[config.mk]
export PLATFORM = sky130hd
export DESIGN_NAME = mic_preamp_gain_bias_regs
export DESIGN_NICKNAME = d
export VERILOG_FILES = /design/src/shared/preamp_pkg.sv /design/src/preamp_gain_channel.sv /design/src/mic_preamp_gain_bias_regs.sv
export SDC_FILE = /design/constraint.sdc
export NUM_CORES = 1
export LEC_CHECK = 0
export BUFFER_PORTS_ARGS = -buffer_cell sky130_fd_sc_hd__buf_2
export CORE_MARGIN = 2
export CORE_UTILIZATION = 30
export CTS_BUF_LIST = sky130_fd_sc_hd__clkbuf_2 sky130_fd_sc_hd__clkbuf_4 sky130_fd_sc_hd__clkbuf_8
export DETAILED_ROUTE_END_ITERATION = 16
export PLACE_DENSITY = 0.64
export SYNTH_ARGS = -nofsm -noshare
export SYNTH_HDL_FRONTEND = slang
export SYNTH_HIERARCHICAL = 1
export SYNTH_SLANG_ARGS = --single-unit
[constraint.sdc]
create_clock -name clk_i -period 2.1 [get_ports clk_i]
set_input_delay 0.105 -clock clk_i [delete_from_list [all_inputs] [get_ports clk_i]]
set_output_delay 0.105 -clock clk_i [all_outputs]
set_load 0.01 [all_outputs]
[src/shared/preamp_pkg.sv]
// constants and types for the microphone pre-amplifier gain and bias registers
package preamp_pkg;

   // ****************************************
   // bus geometry
   // ****************************************
   localparam int          ADDR_W        = 9;
   localparam int          DATA_W        = 32;
   localparam int          REG_W         = 16;
   localparam int          BE_W          = 4;

   // ****************************************
   // register indices, byte address is four times the index
   // ****************************************
   localparam logic [6:0]  IDX_POWER_MANAGEMENT_ONE = 7'h08;
   localparam logic [6:0]  IDX_MIC_BIAS_CONTROL     = 7'h4a;
   localparam logic [6:0]  IDX_LEFT_PREAMP_VOLUME   = 7'h50;
   localparam logic [6:0]  IDX_RIGHT_PREAMP_VOLUME  = 7'h51;
   localparam logic [ADDR_W-1:0] ADDR_POWER_MANAGEMENT_ONE = {IDX_POWER_MANAGEMENT_ONE, 2'b00};
   localparam logic [ADDR_W-1:0] ADDR_MIC_BIAS_CONTROL     = {IDX_MIC_BIAS_CONTROL, 2'b00};
   localparam logic [ADDR_W-1:0] ADDR_LEFT_PREAMP_VOLUME   = {IDX_LEFT_PREAMP_VOLUME, 2'b00};
   localparam logic [ADDR_W-1:0] ADDR_RIGHT_PREAMP_VOLUME  = {IDX_RIGHT_PREAMP_VOLUME, 2'b00};

   // ****************************************
   // field positions
   // ****************************************
   localparam int          POS_BIAS_IN_PM1  = 4;
   localparam int          POS_BIAS_IN_CTL  = 15;
   localparam int          POS_BIAS_LEVEL   = 14;
   localparam int          POS_SILENCE      = 14;
   localparam int          POS_ZERO_CROSS   = 13;
   localparam int          POS_COMMIT       = 8;
   localparam int          POS_GAIN_MSB     = 7;
   localparam int          POS_GAIN_LSB     = 2;
   localparam int          GAIN_W           = 6;

   // ****************************************
   // reset values
   // ****************************************
   localparam logic [GAIN_W-1:0] GAIN_RST       = 6'h10;
   localparam logic              SILENCE_RST    = 1'b0;
   localparam logic              ZERO_CROSS_RST = 1'b0;
   localparam logic              BIAS_ON_RST    = 1'b0;
   localparam logic              BIAS_LEVEL_RST = 1'b0;
   localparam logic [DATA_W-1:0] READ_ZERO      = 32'h0000_0000;

   // ****************************************
   // types
   // ****************************************
   typedef enum logic [0:0] {
      BUS_IDLE   = 1'b0,
      BUS_ANSWER = 1'b1
   } bus_state_t;

   // drive of one pre-amplifier: same gain to both terminals
   typedef struct packed {
      logic [GAIN_W-1:0] gain_noninv;
      logic [GAIN_W-1:0] gain_inv;
      logic              silence;
      logic              mixer_link;
   } chan_ctrl_t;

   // field write into one channel register
   typedef struct packed {
      logic              gain_wr;
      logic [GAIN_W-1:0] gain;
      logic              flags_wr;
      logic              zero_cross;
      logic              silence;
   } chan_write_t;

endpackage

[src/preamp_gain_channel.sv]
// one pre-amplifier channel: shadow gain, commit, zero-cross release and mute
`timescale 1ns/10ps
module preamp_gain_channel (
   input  wire logic                         clk_i,
   input  wire logic                         rst_i,
   input  wire logic                         ce_i,
   input  wire preamp_pkg::chan_write_t      wr_i,
   input  wire logic                         commit_i,
   input  wire logic                         crossing_i,
   output logic [preamp_pkg::GAIN_W-1:0]     shadow_gain_o,
   output logic                              zero_cross_en_o,
   output logic                              silence_o,
   output preamp_pkg::chan_ctrl_t            ctrl_o
);
   import preamp_pkg::*;

   // ****************************************
   // state
   // ****************************************
   logic [GAIN_W-1:0] shadow_r,  shadow_nxt;
   logic [GAIN_W-1:0] applied_r, applied_nxt;
   logic [GAIN_W-1:0] target_r,  target_nxt;
   logic              pending_r, pending_nxt;
   logic              zc_r,      zc_nxt;
   logic              silence_r, silence_nxt;

   always_comb begin
      shadow_nxt  = shadow_r;
      applied_nxt = applied_r;
      target_nxt  = target_r;
      pending_nxt = pending_r;
      zc_nxt      = zc_r;
      silence_nxt = silence_r;
      if (wr_i.gain_wr) begin
         shadow_nxt = wr_i.gain;
      end
      if (wr_i.flags_wr) begin
         zc_nxt      = wr_i.zero_cross;
         silence_nxt = wr_i.silence;
      end
      if (pending_r && crossing_i) begin
         applied_nxt = target_r;
         pending_nxt = 1'b0;
      end
      // a new commit overrides any release still waiting
      if (commit_i) begin
         if (zc_nxt) begin
            target_nxt  = shadow_nxt;
            pending_nxt = 1'b1;
         end else begin
            applied_nxt = shadow_nxt;
            pending_nxt = 1'b0;
         end
      end
   end

   always_ff @(posedge clk_i) begin
      if (rst_i) begin
         shadow_r  <= GAIN_RST;
         applied_r <= GAIN_RST;
         target_r  <= GAIN_RST;
         pending_r <= 1'b0;
         zc_r      <= ZERO_CROSS_RST;
         silence_r <= SILENCE_RST;
      end else if (ce_i) begin
         shadow_r  <= shadow_nxt;
         applied_r <= applied_nxt;
         target_r  <= target_nxt;
         pending_r <= pending_nxt;
         zc_r      <= zc_nxt;
         silence_r <= silence_nxt;
      end
   end

   assign shadow_gain_o      = shadow_r;
   assign zero_cross_en_o    = zc_r;
   assign silence_o          = silence_r;
   assign ctrl_o.gain_noninv = applied_r;
   assign ctrl_o.gain_inv    = applied_r;
   assign ctrl_o.silence     = silence_r;
   assign ctrl_o.mixer_link  = ~silence_r;

endmodule // preamp_gain_channel

[src/mic_preamp_gain_bias_regs.sv]
// register bank for the two microphone pre-amplifiers and the microphone bias
//
// Notes on behaviour
// each channel's one gain drives both of its input pins, inverting and non-inverting alike.
// a written gain waits until a 1 is written to the shared commit bit at position 8 of either channel register.
// a commit from either channel register releases both channels' pending gains together.
// with zero-cross update off (bit 13 clear) a committed gain is applied at once.
// with zero-cross update on, a committed gain is applied at the first zero crossing of that channel's signal.
// silence bit 14 set mutes the pre-amplifier and cuts it from the record mixer; clear means normal operation.
// the gain field is bits 7 to 2, 000000 is -12 dB rising 0.75 dB a step to 35.25 dB at 111111.
// the right gain field matches the left, and both reset to 010000, which is 0 dB.
// bias enable low leaves the bias output off and high impedance, high turns it on, and it resets low.
// the bias enable is one bit seen at bit 4 of power management one and bit 15 of bias control.
// bias level select bit 14 picks 0.9 of the analog supply when low and 0.75 when high, resetting low.
// readback of a gain returns the last written value whether or not it has been applied.
`timescale 1ns/10ps
module mic_preamp_gain_bias_regs (
   input  wire logic                              clk_i,
   input  wire logic                              rst_i,
   input  wire logic                              ce_i,
   // avalon-mm slave
   input  wire logic [preamp_pkg::ADDR_W-1:0]     avs_address,
   input  wire logic                              avs_read,
   input  wire logic                              avs_write,
   input  wire logic [preamp_pkg::DATA_W-1:0]     avs_writedata,
   input  wire logic [preamp_pkg::BE_W-1:0]       avs_byteenable,
   output logic [preamp_pkg::DATA_W-1:0]          avs_readdata,
   output logic                                   avs_waitrequest,
   // zero-crossing comparators of the analog signal, asynchronous
   input  wire logic                              left_signal_sign_i,
   input  wire logic                              right_signal_sign_i,
   // analog controls
   output preamp_pkg::chan_ctrl_t                 left_preamp_ctrl_o,
   output preamp_pkg::chan_ctrl_t                 right_preamp_ctrl_o,
   output logic                                   bias_output_on_o,
   output logic                                   bias_output_pin_oe_o,
   output logic                                   bias_level_select_o
);
   import preamp_pkg::*;

   // ****************************************
   // bus decode
   // ****************************************
   logic                    req;
   logic                    aligned;
   logic                    hit_pm1;
   logic                    hit_bias;
   logic                    hit_left;
   logic                    hit_right;
   logic                    lane_lo;
   logic                    lane_hi;

   assign req       = avs_read | avs_write;
   assign aligned   = (avs_address[1:0] == 2'b00);
   assign hit_pm1   = aligned && (avs_address == ADDR_POWER_MANAGEMENT_ONE);
   assign hit_bias  = aligned && (avs_address == ADDR_MIC_BIAS_CONTROL);
   assign hit_left  = aligned && (avs_address == ADDR_LEFT_PREAMP_VOLUME);
   assign hit_right = aligned && (avs_address == ADDR_RIGHT_PREAMP_VOLUME);
   assign lane_lo   = avs_byteenable[0];
   assign lane_hi   = avs_byteenable[1];

   // ****************************************
   // bus handshake
   // ****************************************
   bus_state_t              state_r, state_nxt;
   logic [DATA_W-1:0]       readdata_r, readdata_nxt;
   logic                    wr_strobe;
   logic [REG_W-1:0]        read_word;

   // read data is captured in the idle cycle and stands while waitrequest is low
   always_comb begin
      state_nxt    = state_r;
      readdata_nxt = readdata_r;
      unique case (state_r)
         BUS_IDLE: begin
            if (req) begin
               state_nxt    = BUS_ANSWER;
               readdata_nxt = avs_read ? {16'h0000, read_word} : READ_ZERO;
            end
         end
         BUS_ANSWER: begin
            state_nxt = BUS_IDLE;
         end
      endcase
   end

   always_ff @(posedge clk_i) begin
      if (rst_i) begin
         state_r    <= BUS_IDLE;
         readdata_r <= READ_ZERO;
      end else if (ce_i) begin
         state_r    <= state_nxt;
         readdata_r <= readdata_nxt;
      end
   end

   assign avs_waitrequest = req && (state_r != BUS_ANSWER || !ce_i);
   assign avs_readdata    = readdata_r;
   // a write takes effect on the edge where waitrequest is low
   assign wr_strobe       = avs_write && state_r == BUS_ANSWER;

   // ****************************************
   // bias controls
   // ****************************************
   logic                    bias_on_r,    bias_on_nxt;
   logic                    bias_level_r, bias_level_nxt;

   always_comb begin
      bias_on_nxt    = bias_on_r;
      bias_level_nxt = bias_level_r;
      if (wr_strobe && hit_pm1 && lane_lo) begin
         bias_on_nxt = avs_writedata[POS_BIAS_IN_PM1];
      end
      if (wr_strobe && hit_bias && lane_hi) begin
         bias_on_nxt    = avs_writedata[POS_BIAS_IN_CTL];
         bias_level_nxt = avs_writedata[POS_BIAS_LEVEL];
      end
   end

   always_ff @(posedge clk_i) begin
      if (rst_i) begin
         bias_on_r    <= BIAS_ON_RST;
         bias_level_r <= BIAS_LEVEL_RST;
      end else if (ce_i) begin
         bias_on_r    <= bias_on_nxt;
         bias_level_r <= bias_level_nxt;
      end
   end

   assign bias_output_on_o     = bias_on_r;
   assign bias_output_pin_oe_o = bias_on_r;
   assign bias_level_select_o  = bias_level_r;

   // ****************************************
   // zero-crossing detection
   // ****************************************
   logic [1:0]              sign_meta_r;
   logic [1:0]              sign_sync_r;
   logic [1:0]              sign_prev_r;
   logic [1:0]              crossing;

   always_ff @(posedge clk_i) begin
      if (rst_i) begin
         sign_meta_r <= 2'b00;
         sign_sync_r <= 2'b00;
         sign_prev_r <= 2'b00;
      end else if (ce_i) begin
         sign_meta_r <= {right_signal_sign_i, left_signal_sign_i};
         sign_sync_r <= sign_meta_r;
         sign_prev_r <= sign_sync_r;
      end
   end

   // a change of sign in either direction marks a zero crossing
   assign crossing = sign_sync_r ^ sign_prev_r;

   // ****************************************
   // channel writes and shared commit
   // ****************************************
   chan_write_t             left_wr;
   chan_write_t             right_wr;
   logic                    commit;

   always_comb begin
      left_wr.gain_wr     = wr_strobe && hit_left && lane_lo;
      left_wr.gain        = avs_writedata[POS_GAIN_MSB:POS_GAIN_LSB];
      left_wr.flags_wr    = wr_strobe && hit_left && lane_hi;
      left_wr.zero_cross  = avs_writedata[POS_ZERO_CROSS];
      left_wr.silence     = avs_writedata[POS_SILENCE];
      right_wr.gain_wr    = wr_strobe && hit_right && lane_lo;
      right_wr.gain       = avs_writedata[POS_GAIN_MSB:POS_GAIN_LSB];
      right_wr.flags_wr   = wr_strobe && hit_right && lane_hi;
      right_wr.zero_cross = avs_writedata[POS_ZERO_CROSS];
      right_wr.silence    = avs_writedata[POS_SILENCE];
   end

   // one commit pulse feeds both channels
   assign commit = wr_strobe && lane_hi && (hit_left || hit_right)
                   && avs_writedata[POS_COMMIT];

   // ****************************************
   // channels
   // ****************************************
   logic [GAIN_W-1:0]       left_shadow;
   logic [GAIN_W-1:0]       right_shadow;
   logic                    left_zc;
   logic                    right_zc;
   logic                    left_silence;
   logic                    right_silence;

   preamp_gain_channel u_left (
      .clk_i           (clk_i),
      .rst_i           (rst_i),
      .ce_i            (ce_i),
      .wr_i            (left_wr),
      .commit_i        (commit),
      .crossing_i      (crossing[0]),
      .shadow_gain_o   (left_shadow),
      .zero_cross_en_o (left_zc),
      .silence_o       (left_silence),
      .ctrl_o          (left_preamp_ctrl_o)
   );

   preamp_gain_channel u_right (
      .clk_i           (clk_i),
      .rst_i           (rst_i),
      .ce_i            (ce_i),
      .wr_i            (right_wr),
      .commit_i        (commit),
      .crossing_i      (crossing[1]),
      .shadow_gain_o   (right_shadow),
      .zero_cross_en_o (right_zc),
      .silence_o       (right_silence),
      .ctrl_o          (right_preamp_ctrl_o)
   );

   // ****************************************
   // readback
   // ****************************************
   // commit bit is write-only and reads as zero
   always_comb begin
      read_word = 16'h0000;
      if (hit_pm1) begin
         read_word[POS_BIAS_IN_PM1] = bias_on_r;
      end else if (hit_bias) begin
         read_word[POS_BIAS_IN_CTL] = bias_on_r;
         read_word[POS_BIAS_LEVEL]  = bias_level_r;
      end else if (hit_left) begin
         read_word[POS_SILENCE]                 = left_silence;
         read_word[POS_ZERO_CROSS]              = left_zc;
         read_word[POS_GAIN_MSB:POS_GAIN_LSB]   = left_shadow;
      end else if (hit_right) begin
         read_word[POS_SILENCE]                 = right_silence;
         read_word[POS_ZERO_CROSS]              = right_zc;
         read_word[POS_GAIN_MSB:POS_GAIN_LSB]   = right_shadow;
      end
   end

endmodule // mic_preamp_gain_bias_regs

==> Word-level counts from Yosys, hierarchy flattened <==
Index checks and enable logic that the tools add are counted.
{ "word_totals": {"ff_bits": 83, "input_bits": 52, "out_inout_bits": 64, "wordCells": 98} }
{ "op_classes": {"eq_ne": 4, "mux": 33, "bitwise": 5, "reduce_logical": 37} }
{ "op_table": {"columns": ["op", "n"], "rows": [
  ["$mux W6", 11],
  ["$eq A9 B9 Y1 const B", 3],
  ["$logic_and A1 B1 Y1", 21],
  ["$mux W16", 1],
  ["$mux W1", 15],
  ["$reduce_and A2 Y1", 6],
  ["$eq A9 B6 Y1 const B", 1],
  ["$reduce_and A3 Y1", 3],
  ["$mux W2", 3],
  ["$mux W3", 2],
  ["$reduce_bool A2 Y1", 3],
  ["$not A1 Y1", 3],
  ["$logic_not A2 Y1", 1],
  ["$logic_or A1 B1 Y1", 2],
  ["$pmux W1 S2", 1],
  ["$xor A2 B2 Y2", 1],
  ["$logic_not A1 Y1", 1],
  ["$or A1 B1 Y1", 1]
]} }

==> Depth between registers and ports, before layout <==
Gate-level depths: netlist of the first run.
{ "logic_depth": {"ltp_word": 7, "mapped_depth": 8, "mapped_depth_nobuf": 7} }

==> Modules after synthesis <==
Netlist of the first run, hierarchy kept.
{ "by_module_without_submodules": {"columns": ["mod", "n_inst", "cells_per_inst", "area_each_um2", "seq_area_each_um2"], "rows": [
  ["preamp_gain_channel", 2, 109, 977.2, 420.4],
  ["mic_preamp_gain_bias_regs", 1, 124, 1134.8, 360.3]
]} }

==> Worst setup path before layout of the first run <==
No wires, ideal clock.
{ "synth_path": {"kind": "input port to flip-flop", "start": "input avs_address[1] (netlist bit)", "end": "register u_left.applied_r[4]", "setup_ps": 122, "t_arrival_ps": 1971, "t_required_ps": 1978, "slack_ps": 7, "path_stages": 7, "path_buffers": 0, "path_cell_list": "nor4_4 -> and4_1 -> and3b_1 -> mux2i_4 -> a31o_2 -> inv_2 -> a221o_1"} }
{ "synth_rtl": {"columns": ["item", "line_no", "source"], "rows": [
  ["from (decl)", "mic_preamp_gain_bias_regs.sv:22", "input wire logic [preamp_pkg::ADDR_W-1:0] avs_address,"],
  ["to (signal assigned)", "preamp_gain_channel.sv:67", "applied_r <= applied_nxt;"],
  ["to (decl)", "preamp_gain_channel.sv:21", "logic [GAIN_W-1:0] applied_r, applied_nxt;"]
]} }

==> results.cfg, run 1 <==
[die]
die_w_um = 105
rows = 37
io-pin-count = 116
dieHeight_um = 105
start_util_pct = 30.5
die-area_um2 = 11100
fp.coreArea_um2 = 10100

[sta]
fin_ws_ns = 0.219
setup_viol = 0
hold_viol = 0
rsz0062_at_grt = no
drv_slew = 0
setup_tns_ns = 0
max_freq_mhz = 532
fin_crit_ns = 1.88
fin_skew_ns = 0.0115
finalCritPeriodShare_pct = 89.6

[setup_path]
cp.arrival_ns = 2.11
r2r-end = u_left/applied_r[4]
crit_type = reg -> reg
critical_path.max_fanout = 4
crit_required_ns = 2.33
cp-start-kind = flip-flop
rr_startpoint = state_r
cp-end-kind = flip-flop
startpoint = state_r
ff2ff_path_depth = 6
r2r_slack_ns = 0.22

[yosys]
synthMuxAreaShare_pct = 14.8
synth_edf_count = 0
ys_top_cells_by_area = dfxtp_1, mux2i_1, buf_4
yosys.area.top_type = dfxtp_1
synth-compound-area-share_pct = 15.3
ys_types = 41
yosysMostFrequentCell = dfxtp_1
syn-instance-count = 342
synth_top_family_by_area = simple AND/OR/NAND/NOR gates
synthSimpleGateAreaFrac_pct = 16.8
syn_area_um2 = 3090
async_reset_ff_share_pct = 0
ys_ff_latch = 60
ys_warn_count = 6
avgSynthCellArea_um2 = 9.03
synthAdderAreaFrac_pct = 0
synth_common_cells = dfxtp_1, nor2_1, buf_4
synth_ff_type = dfxtp_1
seq_area_frac_synth_pct = 38.9
synth_top_area_share_pct = 38.9
synthXorXnorAreaFrac_pct = 0.567

[worst_hold_path]
hold_path.class = in -> reg
hold_path_depth = 3
holdCritStartpoint = left_signal_sign_i
hold_end = sign_meta_r[0]

[clocking]
cts.sinks = 60
clock_latency_ns = 0.34
cts_tree = built
clk_pin_slew_ns = 0.07
numCtsBuffers = 9
ctsHtreeMaxLevel = 3
root_buffer = clkbuf_8
cts.path.max_buffers = 2

[place]
dpl.hpwl_um = 5490
dpl_cell_area_um2 = 3570
port_buffers = 68
gp_congestion = 0.878
pre_cts_slack_ns = 0.00123

[grt]
grt_max_degree = 24
antenna_found_initial = 0
grt_pass1_vias = 2537
grt-ovfl-total = 0
grt_pass1_wl_um = 11900
grt_use_total_pct = 13.6

[pwr]
leakagePower_uw = 0.00174
p_per_area_nw_per_um2 = 636
finalPower_uw = 2400
max-vdd-ir-drop_mv = 0.207

[layout]
antenna_cells = 0
stdcell_area_um2 = 3780
syn_to_final_growth_pct = 22.2
drive_above_1_share_pct = 32.6
nets = 473

[job]
maxCapViolations = 0

[route]
drt-initial-drc-count = 76
drt-total-wl_um = 7340
ant_nets = 0
vias = 2598
vias_per_cell = 4.62
drc = 0
dr.pass1.iters = 4
post_drt_wl_per_cell_um = 13.1

[run_status]
run_status = finished clean
[critical path, cell delays in order (launching register included)]
cell and delay (ns):
dfxtp_1 0.33, and4_1 0.23, and3b_1 0.26, mux2i_4 0.34, a31o_2 0.23, inv_2 0.03, a221o_1 0.33
[state kept, by name, indices dropped and copies added, names as in the netlist, 2 cells and up]
name,count
avs_readdata,9
sign_meta_r,2
sign_prev_r,2
sign_sync_r,2
u_left/applied_r,6
u_left/shadow_gain_o,6
u_left/target_r,6
u_right/applied_r,6
u_right/shadow_gain_o,6
u_right/target_r,6
[cell usage in the layout, fill, tap and decap left out, types with 3 or more instances in the layout]
cell and instances:
a211oi_1 20, a211oi_2 3, a21oi_1 11, a2bb2oi_1 7, and3_1 8, and3b_1 3, buf_2 68, buf_4 31
clkbuf_8 9, clkinv_2 3, conb_1 23, dfxtp_1 60, inv_1 10, inv_2 4, mux2i_1 37, nand2_1 26
nand3_1 8, nand4_1 4, nor2_1 42, o21ai_0 7, o22ai_1 8
[worst max path at each step]
stage / to / cells after the start / slack, ns
global placement: u_left/applied_r[4] / 8 / 0.02
CTS: u_left/target_r[1] / 7 / 0.10
floorplan: u_left/applied_r[4] / 7 / 0.007
global route: u_left/applied_r[0] / 8 / 0.09
detailed placement: u_left/target_r[5] / 9 / 0.001
finish: u_left/applied_r[4] / 6 / 0.22
[cell families after synthesis]
family / after synthesis
and+or+nand+nor: 103
xor gates and xnor gates: 2
AOI/OAI and AO/OA: 65
DFF: 60
buffers and inverters: 69
other: 1
muxes: 42
[what timing repair did]
item / 4_1_cts / 5_1_grt
resized for setup: 0 / 1
buffers inserted: 0 / 0
hold endpoints to repair: 1 / 0
hold buffers: 1 / 0
endpoints found under the setup margin: 0 / 1
[where the power goes]
part | total, µW | switching (µW) | leakage (µW) | internal (µW)
registers | 1170 | 12.1 | 0.000486 | 1160
clock network | 1020 | 456 | 0.0000999 | 568
logic | 211 | 130 | 0.00115 | 81.6
[per-stage QoR]
stage,hold WS [ns],utilization (%),instances
final,0.0258,37.2,562
after global routing,0.0209,37.2,562
after CTS,0.0156,37.2,562
after detailed placement,0.353,35.2,545
after global placement,0.347,35.2,545
after floorplan,0.249,-,364
[layer usage]
layer | GRT usage, % | vias to the layer above | routed length (µm)
met5 | 0 | - | 0
met4 | 5.05 | 0 | 127
met3 | 3.90 | 15 | 378
met2 | 22.9 | 70 | 3430
met1 | 16.3 | 1215 | 3400
li1 | - | 1298 | -
[final cells by class]
class / instances / area, µm²
clock buffer: 11 / 139
clock inverter: 5 / 52.6
fill: 1020 / 6360
inverter: 14 / 52.6
multi-input combinational: 235 / 1560
sequential: 60 / 1200
tap: 136 / 170
timing repair buffer: 101 / 603
No activity file was read; power rests on OpenSTA's default activity.
==> inputs of run 2 (changes only) <==
- ABC_AREA: default -> 1
- GPL_TIMING_DRIVEN: default -> 0
- PLACE_DENSITY: 0.64 -> 0.63
==> run 2 against run 1 <==
Net effect: clock power grew 11%; worst hold slack gained 0.060 ns; critical endpoint is now u_right/target_r[1]; first-iteration DRC count grew 78%; register-to-register slack gained 0.03 ns; critical path depth grew 5; largest cell class unchanged; setup slack gained 0.025 ns; wire length grew 19%; design area grew 16%; cell count grew 39%; utilization grew 0.99 points.
==> results.cfg, run 2 <==
[run_status]
run_status = finished clean

[setup_path]
crit_type = reg -> reg
cp.arrival_ns = 2.09
critical_path.max_fanout = 8
r2r_slack_ns = 0.24
cp-end-kind = flip-flop
cp-start-kind = flip-flop
crit_required_ns = 2.34

[yosys]
synth_common_cells = nand2_1, nor2_1, inv_1
ys_types = 28
ys_warn_count = 6
ys_top_cells_by_area = dfxtp_1, nand2_1, buf_4
yosys.area.top_type = dfxtp_1
synth_ff_type = dfxtp_1
yosysMostFrequentCell = nand2_1
synth_edf_count = 0
syn-instance-count = 528
syn_area_um2 = 3530
synth_top_area_share_pct = 34.0
ys_ff_latch = 60
seq_area_frac_synth_pct = 34.0
avgSynthCellArea_um2 = 6.68
async_reset_ff_share_pct = 0

[layout]
antenna_cells = 0
final_common_cell = nand2_1
stdcell_area_um2 = 4380
fin_cells = 779
drive_above_1_share_pct = 28.3
largest_register_ffs = 9
syn_to_final_growth_pct = 24.3
nets = 683
final_cell_mix = nand2_1, buf_2, inv_1

[sta]
fin_skew_ns = 0.00578
drv_slew = 0
max_freq_mhz = 539
tightest_slew_ns = 0.590
maxSlewHeadroom_pct = 60.6
hold_viol = 0
setup_tns_ns = 0
setup_viol = 0
finalCritPeriodShare_pct = 88.4
fin_crit_ns = 1.86
rsz0062_at_grt = no

[grt]
antenna_found_initial = 0
grt-ovfl-total = 0
grt_pass1_wl_um = 14500
grt_max_degree = 11
grt_use_total_pct = 14.3
grt_pass1_vias = 3126

[clocking]
ctsHtreeMaxLevel = 3
cts.sinks = 60
root_buffer = clkbuf_8
clock_latency_ns = 0.34
numCtsBuffers = 9
cts.path.max_buffers = 2
cts_tree = built
clk_pin_slew_ns = 0.07

[route]
drt-initial-drc-count = 135
vias = 3367
vias_per_cell = 4.32
dr.pass1.iters = 4
post_drt_wl_per_cell_um = 11.2
drc = 0
drt-total-wl_um = 8760
ant_nets = 0

[worst_hold_path]
hold_path.class = in -> reg

[place]
dpl.hpwl_um = 6950
port_buffers = 68
dp.cells = 761
dpl_cell_area_um2 = 4130
gp_congestion = 0.885

[die]
fp.coreArea_um2 = 11500
rows = 39
io-pin-count = 116
die-area_um2 = 12600
die_w_um = 112
start_util_pct = 30.8
dieHeight_um = 112

[pwr]
max-vdd-ir-drop_mv = 0.237
leakagePower_uw = 0.00229
p_per_area_nw_per_um2 = 592
finalPower_uw = 2600

[job]
maxCapViolations = 0
## run 2: cell count changes in the layout (fill, tap and decap cells not counted), moves of 9 or more
cell      change
nand3_1      +23
a21oi_1      +12
nor2_1       +18
buf_4         +9
inv_1        +54
nand2_1     +117
a211oi_1     -20
o21ai_0      +26
mux2i_1      -37
nand2_2       +9
## run 2: critical path: stages, from the launching register on
cell and delay (ns):
dfxtp_1 0.37, nand2_1 0.11, nor2_2 0.17, nand2_1 0.16
nor2_2 0.24, inv_1 0.08, nand2_2 0.10, nand2_1 0.11
nand3_4 0.12, clkinv_2 0.12, nor2_1 0.12, nor2_1 0.06
## run 2: area by class of cell
cell class	count	area, µm²
clock inverters	3	42.5
repair buffers	70	360
clock buffers	13	179
flip-flops and latches	60	1200
well taps	143	179
fillers	1207	7080
multi-input cells	369	1760
inverters	69	262
plain buffers	52	400
## run 2: routing by layer
| metal | global-route usage, % | vias to the layer above | routed length (µm) |
|---|---|---|---|
| met5 | 0 | - | 0 |
| met4 | 5.45 | 0 | 59 |
| met3 | 3.13 | 6 | 469 |
| met2 | 25.1 | 90 | 4400 |
| met1 | 17.0 | 1488 | 3830 |
| li1 | - | 1783 | - |
## run 2: cells by family after synthesis
| family | synth area share (%) |
|---|---|
| buf+inv | 18.8 |
| flops | 34.0 |
| xor+xnor | 0.497 |
| other cells | 0.106 |
| compound gates | 11.2 |
| simple gates | 35.4 |
## run 2: timing repair
action / in CTS / in global routing
hold buffers: 2 / 0
endpoints found under the hold margin: 2 / 0
resized for setup: 0 / 5
endpoints found under the setup margin: 0 / 19
buffers inserted: 0 / 0
## run 2: metrics by stage
step / hold slack [ns] / setup WS [ns] / utilization, %
after floorplan: 0.240 / 0.535 / -
after global placement: 0.332 / 0.199 / 36.0
after detailed placement: 0.351 / 0.122 / 36.0
after CTS: 0.0838 / 0.0956 / 38.1
after global routing: 0.104 / 0.00943 / 38.2
final: 0.0853 / 0.244 / 38.2
## run 2: report_power, final
group          internal [µW]  switching (µW)
clock network            676             458
logic                    109             171
registers               1160            17.7
## run 2: final timing paths
kind | cells after the start | start | to
setup / recovery | 11 | state_r | u_right/target_r[1]
hold / removal | 3 | avs_writedata[14] | bias_level_select_o
setup reg to reg | 11 | state_r | u_right/target_r[1]
hold reg to reg | 2 | u_left/pending_r | u_left/pending_r
